<file path="config.mk">
export PLATFORM = sky130hd
export DESIGN_NAME = core_regs
export DESIGN_NICKNAME = d
export VERILOG_FILES = /design/src/hw/core_regs_pkg.sv /design/src/hw/core_regs.sv /design/src/hw/stack_ptr.sv /design/src/hw/prog_counter.sv
export SDC_FILE = /design/constraint.sdc
export NUM_CORES = 1
export LEC_CHECK = 0
export ABC_AREA = 1
export BUFFER_PORTS_ARGS = -buffer_cell sky130_fd_sc_hd__buf_2
export CAP_MARGIN = 20
export CELL_PAD_IN_SITES_DETAIL_PLACEMENT = 0
export CELL_PAD_IN_SITES_GLOBAL_PLACEMENT = 1
export CORE_MARGIN = 8
export CORE_UTILIZATION = 35
export CTS_BUF_LIST = sky130_fd_sc_hd__clkbuf_4
export DETAILED_ROUTE_END_ITERATION = 12
export GPL_TIMING_DRIVEN = 0
export HOLD_SLACK_MARGIN = 0.1
export MAX_ROUTING_LAYER = met4
export PLACE_DENSITY = 0.84
export SLEW_MARGIN = 5
export SYNTH_ARGS = -nofsm -noshare
export SYNTH_HDL_FRONTEND = slang
export SYNTH_SLANG_ARGS = --single-unit
</file>
<file path="constraint.sdc">
create_clock -name mclk -period 1.8 [get_ports mclk]
set_clock_uncertainty 0.15 [all_clocks]
set_input_delay 0.09 -clock mclk [delete_from_list [all_inputs] [get_ports mclk]]
set_output_delay 0.09 -clock mclk [all_outputs]
set_load 0.1 [all_outputs]
</file>
<file path="src/hw/core_regs_pkg.sv">
// shared constants and carrier types for the core working-register set
package core_regs_pkg;

  localparam int          DATA_W        = 4;
  localparam int          BANK_W        = 2;
  localparam int          PC_W          = 14;
  localparam int          SP_W          = 10;
  localparam int          SP_FIXED_W    = 4;
  localparam logic [13:0] PC_RESET      = 14'h0000;
  localparam logic [9:0]  SP_RESET      = 10'h3FF;
  localparam logic [9:0]  SP_STEP       = 10'h004;
  localparam logic [3:0]  SP_TOP_FIXED  = 4'hF;
  localparam logic        BCOND_RESET   = 1'b1;
  localparam logic [3:0]  DATA_CLEAR    = 4'h0;
  localparam logic [1:0]  BANK_CLEAR    = 2'h0;

  // destination select for register writes from the ALU / data path
  typedef enum logic [3:0] {
    DST_NONE  = 4'h0,
    DST_ACC   = 4'h1,
    DST_RES2  = 4'h2,
    DST_BANK  = 4'h3,
    DST_COL   = 4'h4,
    DST_ROW   = 4'h5,
    DST_AUXC  = 4'h6,
    DST_AUXR  = 4'h7
  } dst_sel_t;

  // flag operations decoded from the instruction
  typedef enum logic [2:0] {
    FOP_NONE      = 3'h0,
    FOP_SET       = 3'h1,
    FOP_CLEAR     = 3'h2,
    FOP_ARITH     = 3'h3,
    FOP_ROTATE    = 3'h4
  } flag_op_t;

  // stack operation encoding
  typedef enum logic [1:0] {
    STK_NONE = 2'h0,
    STK_PUSH = 2'h1,
    STK_POP  = 2'h2
  } stack_op_t;

  typedef struct packed {
    dst_sel_t           dst;
    logic [DATA_W-1:0]  data;
  } reg_write_t;

  typedef struct packed {
    flag_op_t  ovf_op;
    logic      alu_carry;
    logic      rot_carry;
    logic      cond_load;
    logic      cond_value;
    logic      cond_branch_fetch;
  } flag_ctl_t;

  typedef struct packed {
    logic [DATA_W-1:0] acc;
    logic [DATA_W-1:0] res2;
    logic [BANK_W-1:0] bank;
    logic [DATA_W-1:0] col;
    logic [DATA_W-1:0] row;
    logic [DATA_W-1:0] aux_col;
    logic [DATA_W-1:0] aux_row;
  } reg_view_t;

  typedef struct packed {
    logic overflow;
    logic branch_cond;
  } saved_flags_t;

endpackage : core_regs_pkg

</file>
<file path="src/hw/core_regs.sv">
// working registers, flags, program counter and stack pointer of the core
// ****************************************************************
// ****************************************************************
module core_regs
  import core_regs_pkg::*;
(
  input  wire logic               mclk,              // core clock, 20 MHz
  input  wire logic               rst_n,             // async reset, active low
  input  wire reg_write_t         wr,                // register write from data path
  input  wire flag_ctl_t          fctl,              // flag control from decoder
  input  wire logic               cond_instr,        // conditional jump/call decoded
  input  wire logic               irq_entry,         // interrupt entry: push flags
  input  wire logic               irq_return,        // interrupt return: restore flags
  input  wire saved_flags_t       popped_flags,      // flags read back from stack RAM
  input  wire stack_op_t          stack_op,          // stack push / pop
  input  wire logic               stack_init_clear,  // stack_init_bit cleared by bit-clear op
  input  wire logic               pc_advance,        // step program counter
  input  wire logic               pc_load,           // load program counter
  input  wire logic [PC_W-1:0]    pc_target,         // program counter target
  output reg_view_t               regs,              // registers to ALU and RAM path
  output logic [BANK_W+2*DATA_W-1:0] ram_addr,       // indirect RAM address
  output logic [DATA_W-1:0]       port_bit_sel,      // discrete output bit select
  output logic                    overflow_bit,      // carry / overflow flag
  output logic                    branch_condition_bit, // status flag
  output logic                    branch_taken,      // conditional transfer takes effect
  output saved_flags_t            push_flags,        // flags to stack on interrupt
  output logic                    push_flags_valid,  // push_flags write strobe
  output logic [PC_W-1:0]         pc,                // program counter
  output logic [SP_W-1:0]         sp                 // stack pointer
);

  // ****************************************************************
  // data registers
  // ****************************************************************
  // data registers clear at reset only so that simulation is free of X;
  // software must not rely on that value
  logic [DATA_W-1:0] acc;
  logic [DATA_W-1:0] res2;
  logic [BANK_W-1:0] bank;
  logic [DATA_W-1:0] col;
  logic [DATA_W-1:0] row;
  logic [DATA_W-1:0] aux_col;
  logic [DATA_W-1:0] aux_row;
  logic [DATA_W-1:0] next_acc;
  logic [DATA_W-1:0] next_res2;
  logic [BANK_W-1:0] next_bank;
  logic [DATA_W-1:0] next_col;
  logic [DATA_W-1:0] next_row;
  logic [DATA_W-1:0] next_aux_col;
  logic [DATA_W-1:0] next_aux_row;
  logic              load_acc;
  logic              load_res2;
  logic              load_bank;
  logic              load_col;
  logic              load_row;
  logic              load_aux_col;
  logic              load_aux_row;

  // one destination per cycle; the none code and spare codes write nothing
  always_comb begin
    load_acc     = 1'b0;
    load_res2    = 1'b0;
    load_bank    = 1'b0;
    load_col     = 1'b0;
    load_row     = 1'b0;
    load_aux_col = 1'b0;
    load_aux_row = 1'b0;
    case (wr.dst)
      DST_ACC:  load_acc     = 1'b1;
      DST_RES2: load_res2    = 1'b1;
      DST_BANK: load_bank    = 1'b1;
      DST_COL:  load_col     = 1'b1;
      DST_ROW:  load_row     = 1'b1;
      DST_AUXC: load_aux_col = 1'b1;
      DST_AUXR: load_aux_row = 1'b1;
      default:  load_acc     = 1'b0;
    endcase
  end

  // ****************************************************************
  // accumulator and second result register
  // ****************************************************************
  // accumulator: ALU result and transfer register
  always_comb begin
    next_acc = acc;
    if (load_acc) begin
      next_acc = wr.data;
    end
  end

  always_ff @(posedge mclk or negedge rst_n) begin
    if (!rst_n) begin
      acc <= DATA_CLEAR;
    end else begin
      acc <= next_acc;
    end
  end

  // second result register
  always_comb begin
    next_res2 = res2;
    if (load_res2) begin
      next_res2 = wr.data;
    end
  end

  always_ff @(posedge mclk or negedge rst_n) begin
    if (!rst_n) begin
      res2 <= DATA_CLEAR;
    end else begin
      res2 <= next_res2;
    end
  end

  // ****************************************************************
  // bank and index registers
  // ****************************************************************
  // bank register: top two bits of the indirect address
  always_comb begin
    next_bank = bank;
    if (load_bank) begin
      next_bank = wr.data[BANK_W-1:0];
    end
  end

  always_ff @(posedge mclk or negedge rst_n) begin
    if (!rst_n) begin
      bank <= BANK_CLEAR;
    end else begin
      bank <= next_bank;
    end
  end

  // column index register
  always_comb begin
    next_col = col;
    if (load_col) begin
      next_col = wr.data;
    end
  end

  always_ff @(posedge mclk or negedge rst_n) begin
    if (!rst_n) begin
      col <= DATA_CLEAR;
    end else begin
      col <= next_col;
    end
  end

  // row index register, also the discrete output bit select
  always_comb begin
    next_row = row;
    if (load_row) begin
      next_row = wr.data;
    end
  end

  always_ff @(posedge mclk or negedge rst_n) begin
    if (!rst_n) begin
      row <= DATA_CLEAR;
    end else begin
      row <= next_row;
    end
  end

  // ****************************************************************
  // auxiliary index registers
  // ****************************************************************
  // auxiliary column register
  always_comb begin
    next_aux_col = aux_col;
    if (load_aux_col) begin
      next_aux_col = wr.data;
    end
  end

  always_ff @(posedge mclk or negedge rst_n) begin
    if (!rst_n) begin
      aux_col <= DATA_CLEAR;
    end else begin
      aux_col <= next_aux_col;
    end
  end

  // auxiliary row register
  always_comb begin
    next_aux_row = aux_row;
    if (load_aux_row) begin
      next_aux_row = wr.data;
    end
  end

  always_ff @(posedge mclk or negedge rst_n) begin
    if (!rst_n) begin
      aux_row <= DATA_CLEAR;
    end else begin
      aux_row <= next_aux_row;
    end
  end

  // ****************************************************************
  // register view and indirect address
  // ****************************************************************
  // the view is wiring only; every bit of it leaves one of the flops above
  assign regs = '{acc: acc, res2: res2, bank: bank, col: col, row: row,
                  aux_col: aux_col, aux_row: aux_row};

  // address outputs use the look-ahead values so they change on the same
  // edge as the registers they are built from
  always_ff @(posedge mclk or negedge rst_n) begin
    if (!rst_n) begin
      ram_addr <= '0;
    end else begin
      ram_addr <= {next_bank, next_col, next_row};
    end
  end

  always_ff @(posedge mclk or negedge rst_n) begin
    if (!rst_n) begin
      port_bit_sel <= DATA_CLEAR;
    end else begin
      port_bit_sel <= next_row;
    end
  end

  // ****************************************************************
  // overflow flag
  // ****************************************************************
  logic next_overflow;

  // a restore from the stack outranks any flag operation in the same cycle
  always_comb begin
    next_overflow = overflow_bit;
    if (irq_return) begin
      next_overflow = popped_flags.overflow;
    end else begin
      case (fctl.ovf_op)
        FOP_SET:    next_overflow = 1'b1;
        FOP_CLEAR:  next_overflow = 1'b0;
        FOP_ARITH:  next_overflow = fctl.alu_carry;
        FOP_ROTATE: next_overflow = fctl.rot_carry;
        default:    next_overflow = overflow_bit;
      endcase
    end
  end

  always_ff @(posedge mclk or negedge rst_n) begin
    if (!rst_n) begin
      overflow_bit <= 1'b0;
    end else begin
      overflow_bit <= next_overflow;
    end
  end

  // ****************************************************************
  // branch condition flag
  // ****************************************************************
  // a conditional fetch wins over a same-cycle latch: the fetch leaves the
  // flag high for the next test unless an irq_return restores it that cycle
  logic next_branch_cond;

  always_comb begin
    next_branch_cond = branch_condition_bit;
    if (irq_return) begin
      next_branch_cond = popped_flags.branch_cond;
    end else if (cond_instr) begin
      next_branch_cond = 1'b1;
    end else if (fctl.cond_load) begin
      next_branch_cond = fctl.cond_value;
    end
  end

  always_ff @(posedge mclk or negedge rst_n) begin
    if (!rst_n) begin
      branch_condition_bit <= BCOND_RESET;
    end else begin
      branch_condition_bit <= next_branch_cond;
    end
  end

  always_ff @(posedge mclk or negedge rst_n) begin
    if (!rst_n) begin
      branch_taken <= 1'b0;
    end else begin
      branch_taken <= cond_instr & branch_condition_bit;
    end
  end

  // ****************************************************************
  // interrupt flag save
  // ****************************************************************
  always_ff @(posedge mclk or negedge rst_n) begin
    if (!rst_n) begin
      push_flags_valid <= 1'b0;
    end else begin
      push_flags_valid <= irq_entry;
    end
  end

  // the saved pair holds its last value between entries
  always_ff @(posedge mclk or negedge rst_n) begin
    if (!rst_n) begin
      push_flags <= '0;
    end else if (irq_entry) begin
      push_flags <= '{overflow: overflow_bit,
                      branch_cond: branch_condition_bit};
    end
  end

  // ****************************************************************
  // program counter and stack pointer
  // ****************************************************************
  prog_counter u_pc (
    .mclk    (mclk),
    .rst_n   (rst_n),
    .advance (pc_advance),
    .load    (pc_load),
    .target  (pc_target),
    .pc      (pc)
  );

  stack_ptr u_sp (
    .mclk   (mclk),
    .rst_n  (rst_n),
    .op     (stack_op),
    .reinit (stack_init_clear),
    .sp     (sp)
  );

endmodule : core_regs

</file>
<file path="src/hw/stack_ptr.sv">
// ten-bit stack pointer with fixed upper bits
module stack_ptr
  import core_regs_pkg::*;
(
  input  wire logic            mclk,      // core clock
  input  wire logic            rst_n,     // async reset, active low
  input  wire stack_op_t       op,        // push / pop / none
  input  wire logic            reinit,    // stack-initialise bit cleared
  output logic [SP_W-1:0]      sp         // next free stack slot
);

  logic [SP_W-SP_FIXED_W-1:0] low;

  // only the low six bits are state; the top four never move
  always_ff @(posedge mclk or negedge rst_n) begin
    if (!rst_n) begin
      low <= SP_RESET[SP_W-SP_FIXED_W-1:0];
    end else if (reinit) begin
      low <= SP_RESET[SP_W-SP_FIXED_W-1:0];
    end else if (op == STK_PUSH) begin
      low <= low - SP_STEP[SP_W-SP_FIXED_W-1:0];
    end else if (op == STK_POP) begin
      low <= low + SP_STEP[SP_W-SP_FIXED_W-1:0];
    end
  end

  assign sp = {SP_TOP_FIXED, low};

endmodule : stack_ptr

</file>
<file path="src/hw/prog_counter.sv">
// fourteen-bit program counter
module prog_counter
  import core_regs_pkg::*;
(
  input  wire logic            mclk,      // core clock
  input  wire logic            rst_n,     // async reset, active low
  input  wire logic            advance,   // step to next instruction
  input  wire logic            load,      // jump / call / return
  input  wire logic [PC_W-1:0] target,    // jump target
  output logic [PC_W-1:0]      pc         // address of executing instruction
);

  always_ff @(posedge mclk or negedge rst_n) begin
    if (!rst_n) begin
      pc <= PC_RESET;
    end else if (load) begin
      pc <= target;
    end else if (advance) begin
      pc <= pc + 14'h0001;
    end
  end

endmodule : prog_counter

</file>
# == Word level (Yosys, flattened, before mapping) ==
# Cells that the tools add are included.
# word_totals
mem_count,0
ramBits,0
out_inout_bits,70
in_bits,42
mem_bits_ro,0
latch_bits,0
register_bits,62
# op_classes
bitwise_logic,1
n_mux,20
n_mul,0
n_div,0
shifts,0
magnitude_cmp,0
add_sub_neg,3
n_eq_ne,13
n_reduce_logical,4
# ops
operator,count
$mux 14,2
$mux 6,3
$eq 4x3->1 const B,4
$add 14x1->14 const B,1
$mux 1,11
$eq 4x2->1 const B,2
$mux 4,2
$add 6x3->6 const B,1
$eq 3x2->1 const B,2
$reduce_bool 3->1,2
$sub 6x3->6 const B,1
$reduce_bool 5->1,1
$eq 4x1->1 const B,1
$pmux 1 s4,1
$eq 3x1->1 const B,1
$eq 3x3->1 const B,1
$eq 2x1->1 const B,1
$eq 2x2->1 const B,1
$mux 2,1
$reduce_bool 2->1,1
$and 1x1->1,1

# == Depth between registers and ports, before layout ==
# Gate-level depths: netlist of the first run.
# logic_depth
word_depth,4
depth_mapped,10
depth_no_buf,10

# == Hierarchy ==
# From an unflattened synthesis of the first run, not the netlist that was laid out.
# hier_totals
hier_cells,317
area_unflattened_um2,2657.5
# modules_own_cells
mod,cells_each,seq_area_each_um2,instances,area_each_um2
core_regs,144,802.0,1,1360.1
prog_counter,119,350.3,1,902.1
stack_ptr,54,131.4,1,395.4

# == Least setup slack after synthesis of the first run ==
# No wires, ideal clock.
# synth_path
path_kind,register -> register
from,register u_pc.pc[0]
to,register u_pc.pc[6]
t_arrival_ns,1.933
required_time_ns,1.573
path_stages_with_launch,7
path_buffers,0
setup_slack_ns,-0.360
setup_time_ns,0.077
cell_sequence,dfrtp_1 -> ha_1 -> nand2_1 -> nor2_4 -> nand3_2 -> xor2_1 -> o21ai_1
# synth_via
elab_chain_len,3
# synth_lines
item,line,text
"start, declared",prog_counter.sv:10,output logic [PC_W-1:0] pc
"start signal, assigned",prog_counter.sv:17,pc <= target;
"start signal, assigned",prog_counter.sv:19,pc <= pc + 14'h0001;
$add 14x1->14,prog_counter.sv:19,
$mux 14,prog_counter.sv:18,end else if (advance) begin
$mux 14,prog_counter.sv:16,end else if (load) begin
# No other way between the ends. The select of a mux whose other input is x is not followed.
# A chain may end at the register's enable or synchronous reset.

# == Final worst setup path of the first run ==
# layout_path
from,input port pc_load
to,register u_pc.pc[6]
# layout_via
elab_chain_len,1
word_cells_on_any_way,2
# layout_lines
item,line,text
"start, declared",core_regs.sv:18,"input wire logic pc_load,"
$mux 14 / $reduce_bool 2->1 (equally long branches),-,
# Several ways; a longest one is shown, not always the timed one.

==> qor.txt, run 1 <==
Via density: 4.49
Slew Limit Fails: 0
Final worst-path cycle share: 96.9%
Largest net degree at the start of global routing: 32
Root Buffer: clkbuf_4
Port-buffer cells: 106
Top FF cell, synth: dfrtp_1
R2r startpoint: u_pc.pc[0]
Slew @ Worst Pin: 511 ps
Worst Path Required: 1970 ps
Routed WL per cell: 12.9 microns
Final worst slack: 55.1 ps
Synth top area share: 44.1%
Worst path max stage delay: 560 ps
Largest cells by area after synthesis: dfrtp_1 44%, nand2_1 11%, o21ai_0 7.1%, dfstp_2 6.2%, buf_4 5.6%
Crit-path cells: buf_2 -> dlygate4sd3_1 -> nor2_1 -> buf_6 -> a22oi_1 -> dlygate4sd3_1 -> o21ai_1
Fraction of registers with async set or reset after synthesis: 100%
Startpoint Class: primary input
GRT overflow: 0
Yosys top cell by area: dfrtp_1
Critical Path Sink Type: register
Synth top cells by count: 77 x nand2_1, 45 x dfrtp_1, 36 x o21ai_0, 34 x inv_1, 19 x buf_4
Seq/Total Area, Yosys: 50.3%
Core area: 0.00718 sq mm
Most common cell in the netlist: nand2_1
CP max FO: 10
Cts bufs inserted: 5
Design Area, Final: 0.00392 sq mm
Hold Path Class: in2reg
Clock latency at the later pin of the worst-skew pair: 370 ps
Critical Path Start: pc_load
Minimum clock period: 1740 ps
Slowest stage cell, crit path: dlygate4sd3_1
Final non-filler cell total: 573
Initial Util: 35.6%
Crit path top cell by count: dlygate4sd3_1
VDD IR-drop max: 0.594 mV
Post-synthesis cell count: 299
Maximum clock frequency: 573 MHz
Worst hold start: pc_load
Clock Tree Buf Depth: 2
Detail Placement HPWL: 5300 microns
Final Hold Violating Endpoints: 0
DRT Wirelength: 7420 microns
Initial DRT Pass Iterations: 4
Synth warnings: 0
IO Pins: 112
# setup viols final: 0
Maxcap violations: 0
CTS tree: built
Die Ht: 101 microns
Detail Route Antenna Nets: 0
RSZ-0062 raised after global routing: true
Relative slew slack: 66.0%
Mean Syn Cell Area: 8.54 sq um
Initial DRC Count: 72
Placed Area: 0.00326 sq mm
Post-synth EDFFs: 0
Placed insts: 508
Global-route wire length before repair: 12300 microns
Pre-CTS setup slack: 259 ps
Post-Synthesis Cell Area: 0.00255 sq mm
Drt drc: 0
Die footprint: 0.0103 sq mm
WS Path Type: in2reg
Gpl congestion: 0.826
Via count: 2572
Clock Sinks: 51
Vias in the first global route: 2626
Power, Total: 4.98 mW
Core Rows: 31
Syn-to-layout area delta: 53.7%
Nets: 516
Outcome: complete, no violations
Leak Pwr: 2.01 nW
Fraction of layout cells with a size suffix above 1: 37.2%
Power per cell area: 1270 mW/mm^2
Filler cells: 680
Initial antenna violation count: 1
Critical path data arrival time: 1910 ps
Post-synth cell types: 32
Clock transition at path regs: 170 ps
Total GRT Usage: 15.3%
Die span in x: 101 microns
H-tree levels: 2
Post-synthesis register bit count: 51
[final timing paths]
check | end | slack (ps) | depth (start not counted)
setup / recovery | u_pc.pc[6] | 60 | 7
hold / removal | u_pc.pc[10] | 140 | 4
setup reg to reg | u_pc.pc[3] | 100 | 4
hold reg to reg | res2[0] | 360 | 2
max in group asynchronous | u_sp.low[4] | 280 | 4
min in group asynchronous | branch_taken | 590 | 3
[stage by stage]
| stage | hold WS (ps) | util [%] | TNS, ps |
|---|---|---|---|
| 2_1_floorplan | -356 | - | 0 |
| 3_3_place_gp | 87.1 | 45.1 | 0 |
| 3_5_place_dp | -43.7 | 45.4 | 0 |
| 4_1_cts | 123 | 53.7 | 0 |
| 5_1_grt | 180 | 54.7 | -24.6 |
| 6_report | 142 | 54.7 | 0 |
[state kept, by name, indices dropped and copies added (netlist names)]
register and flops:
u_pc.pc 14, ram_addr 6, u_sp.low 5, acc 4
aux_col 4, aux_row 4, res2 4, port_bit_sel 3
push_flags 2, bank 1, branch_condition_bit 1, branch_taken 1
overflow_bit 1, push_flags_valid 1
[metal layers]
metal | share of wire, % | wire length (microns) | global-route usage [%]
met1 | 42 | 3080 | 17.3
met2 | 53 | 3900 | 26.3
met3 | 4.4 | 329 | 3.02
met4 | 1.5 | 110 | 5.15
met5 | 0 | 0 | -
[final cells by class]
type | instances | area (sq um) | area share (%)
well taps | 99 | 124 | 3.16
repair buffers | 163 | 1110 | 28.3
clock inverters | 3 | 27.5 | 0.702
plain buffers | 21 | 158 | 4.02
multi-input cells | 195 | 1030 | 26.3
flip-flops and latches | 51 | 1300 | 33.2
inverters | 35 | 131 | 3.35
diodes | 1 | 2.50 | 0.0638
clock buffers | 5 | 37.5 | 0.957
[critical path, delay by kind of cell]
| family | cells | cell delay, ps |
|---|---|---|
| buffers and inverters | 4 | 1440 |
| AO/OA/AOI/OAI | 2 | 140 |
| AND/OR/NAND/NOR | 1 | 240 |
[power by group]
group / internal, mW / total, mW / switching (mW) / leakage, nW
registers: 1.37 / 1.54 / 0.168 / 0.607
clock network: 0.168 / 0.577 / 0.409 / 0.0337
logic: 0.537 / 2.86 / 2.33 / 1.37
total: 2.08 / 4.98 / 2.90 / 2.01
[what timing repair did]
item,CTS,global route
hold buffers,53,5
endpoints found under the setup margin,0,11
endpoints found under the hold margin,99,5
setup buffers,0,2
gates resized for setup,0,13
[layout by cell type, fill, tap and decap left out, types with 6 or more instances in the layout]
cell           synthesis  routed
nand3_1               15      14
nor2_1                13      11
xor2_1                 7       7
nand2_1               77      75
buf_4                 19      20
a22oi_1                9       9
o21ai_0               36      36
dfrtp_2                0      12
dlygate4sd3_1          0      54
inv_1                 34      33
dfrtp_1               45      33
buf_2                  1     106
a21oi_1                6       6
[cell families (layout without fill, tap and decap cells)]
kind of cell    Yosys count  after routing  synth area share [%]
compound gates           61             61                  13.5
xor+xnor                  7              7                  2.40
fa+ha+maj                 2              2                 0.980
buf+inv                  56            227                  11.1
flops                    51             51                  50.3
mux                       2              2                 0.882
other cells               1              5                 0.147
simple gates            119            119                  20.7
No activity file was read; power rests on OpenSTA's default activity.
==> run 2: changes to the inputs <==
--- a/config.mk
+++ b/config.mk
@@ -18,6 +18,7 @@
 export HOLD_SLACK_MARGIN = 0.1
 export MAX_ROUTING_LAYER = met4
 export PLACE_DENSITY = 0.84
+export RECOVER_POWER = 25
 export SLEW_MARGIN = 5
 export SYNTH_ARGS = -nofsm -noshare
 export SYNTH_HDL_FRONTEND = slang
==> qor.txt, run 2 (synthesis gave the netlist of run 1 again) <==
Hold Path Class: in2reg
IO Pins: 112 (unchanged)
Critical path data arrival time: 1910 ps (about the same)
Final non-filler cell total: 573 (unchanged)
Worst Path Required: 1960 ps (about the same)
Initial antenna violation count: 1 (unchanged)
Syn-to-layout area delta: 53.5%
Die Ht: 101 microns (unchanged)
Global-route wire length before repair: 12300 microns (unchanged)
Port-buffer cells: 106 (unchanged)
# setup viols final: 0 (unchanged)
RSZ-0062 raised after global routing: true
Pre-CTS setup slack: 259 ps (unchanged)
RR Endpoint: u_pc.pc[3]
Via count: 2572 (unchanged)
Outcome: complete, no violations
Clock Sinks: 51 (unchanged)
Final worst-path cycle share: 96.9% (about the same)
Critical Path Sink Type: register
Hold depth: 4 (unchanged)
Via density: 4.49 (unchanged)
Most frequent cells in the layout: 104 x buf_2, 76 x nand2_1, 54 x dlygate4sd3_1
Clock transition at path regs: 170 ps (about the same)
Slowest stage cell, crit path: dlygate4sd3_1
Worst R2R Setup Slack: 100 ps (about the same)
Placed Area: 0.00326 sq mm (unchanged)
Leak Pwr: 2.00 nW (-0.31%)
Startpoint Class: primary input
Initial DRC Count: 72 (unchanged)
DRT Wirelength: 7390 microns (-0.43%)
H-tree levels: 2 (unchanged)
Worst hold slack: 144 ps (+1.93 ps)
R2R cell count: 4 (unchanged)
Maxcap violations: 0 (unchanged)
Nets: 516 (unchanged)
Largest net degree at the start of global routing: 32 (unchanged)
Gpl congestion: 0.826 (unchanged)
Routed WL per cell: 12.9 microns (-0.43%)
Total GRT Usage: 15.3% (unchanged)
Relative slew slack: 66.0% (about the same)
Final worst slack: 55.3 ps (+0.271 ps)
Die span in x: 101 microns (unchanged)
VDD IR-drop max: 0.593 mV (about the same)
Worst path max stage delay: 560 ps (about the same)
WS Path Type: in2reg
Core area: 0.00718 sq mm (unchanged)
Top reg by flops: u_pc.pc
Worst setup path end: u_pc.pc[6]
Critical Path Start: pc_load
Crit path top cell by count: dlygate4sd3_1
Power per cell area: 1270 mW/mm^2 (about the same)
GRT overflow: 0 (unchanged)
Most common cell after layout, fill and taps aside: buf_2
Final Hold Violating Endpoints: 0 (unchanged)
Clock latency at the later pin of the worst-skew pair: 370 ps (about the same)
CP max FO: 10 (unchanged)
Slew @ Worst Pin: 510 ps (-0.785 ps)
CTS tree: built
Initial DRT Pass Iterations: 4 (unchanged)
Core Util, Final: 54.6% (-0.070 points)
Biggest regs: u_pc.pc: 14 flops, ram_addr: 6 flops, u_sp.low: 5 flops
Detail Route Antenna Nets: 0 (unchanged)
Vias in the first global route: 2626 (unchanged)
Initial Util: 35.6% (unchanged)
Detail Placement HPWL: 5300 microns (unchanged)
R2r startpoint: u_pc.pc[0]
Slew Limit Fails: 0 (unchanged)
Crit-path cells: buf_2 -> dlygate4sd3_1 -> nor2_1 -> buf_6 -> a22oi_1 -> dlygate4sd3_1 -> o21ai_1
Root Buffer: clkbuf_4
Setup_tns: 0 ps (unchanged)
Power, Total: 4.98 mW (about the same)
Cts bufs inserted: 5 (unchanged)
Minimum clock period: 1740 ps (-0.271 ps)
Die footprint: 0.0103 sq mm (unchanged)
Maximum clock frequency: 573 MHz (about the same)
Placed insts: 508 (unchanged)
Core Rows: 31 (unchanged)
Clock Tree Buf Depth: 2 (unchanged)
Drt drc: 0 (unchanged)
Fraction of layout cells with a size suffix above 1: 36.6% (-0.63 points)
Design Area, Final: 0.00392 sq mm (-0.13%)
Largest register FFs: 14 (unchanged)
-- run 2: changes by cell type in the layout (fill, tap and decap cells not counted) --
cell | before | now
buf_2 | 106 | 104
clkbuf_1 | 1 | 3
nand2_1 | 75 | 76
nand2_2 | 4 | 3
-- run 2: critical path: cells and delay by family --
family          cells  cell delay (ps)
simple gates        1              240
compound gates      2              140
buf+inv             4             1440
-- run 2: timing repair --
action,4_1_cts,5_1_grt
hold endpoints to repair,99,5
gates resized for setup,0,13
setup buffers,0,2
setup endpoints to repair,0,11
hold buffers,53,5
-- run 2: per-layer routing --
metal | track usage, % | vias up | share of wire [%]
met5 | - | - | 0
met4 | 5.15 | 0 | 1.5
met3 | 3.02 | 9 | 4.6
met2 | 26.3 | 57 | 53
met1 | 17.3 | 1205 | 41
li1 | - | 1301 | -
-- run 2: cell type report --
type	count	area [sq um]
clock buffers	5	37.5
multi-input cells	195	1030
clock inverters	3	27.5
flip-flops and latches	51	1300
fillers	682	3260
diodes	1	2.50
repair buffers	163	1110
inverters	35	131
well taps	99	124
plain buffers	21	158
-- run 2: how the worst min path moves through the flow --
stage | startpoint | endpoint | slack [ps]
6_report | pc_load | u_pc.pc[10] | 140
2_1_floorplan | rst_n | acc[0] | -360
3_3_place_gp | irq_entry | push_flags_valid | 90
4_1_cts | pc_load | u_pc.pc[10] | 120
5_1_grt | pc_load | u_pc.pc[10] | 180
3_5_place_dp | rst_n | branch_taken | -40
-- run 2: where the power goes --
part / switching, mW / total [mW] / internal, mW
logic: 2.33 / 2.86 / 0.537
registers: 0.167 / 1.54 / 1.37
clock network: 0.407 / 0.575 / 0.168
total: 2.90 / 4.98 / 2.07
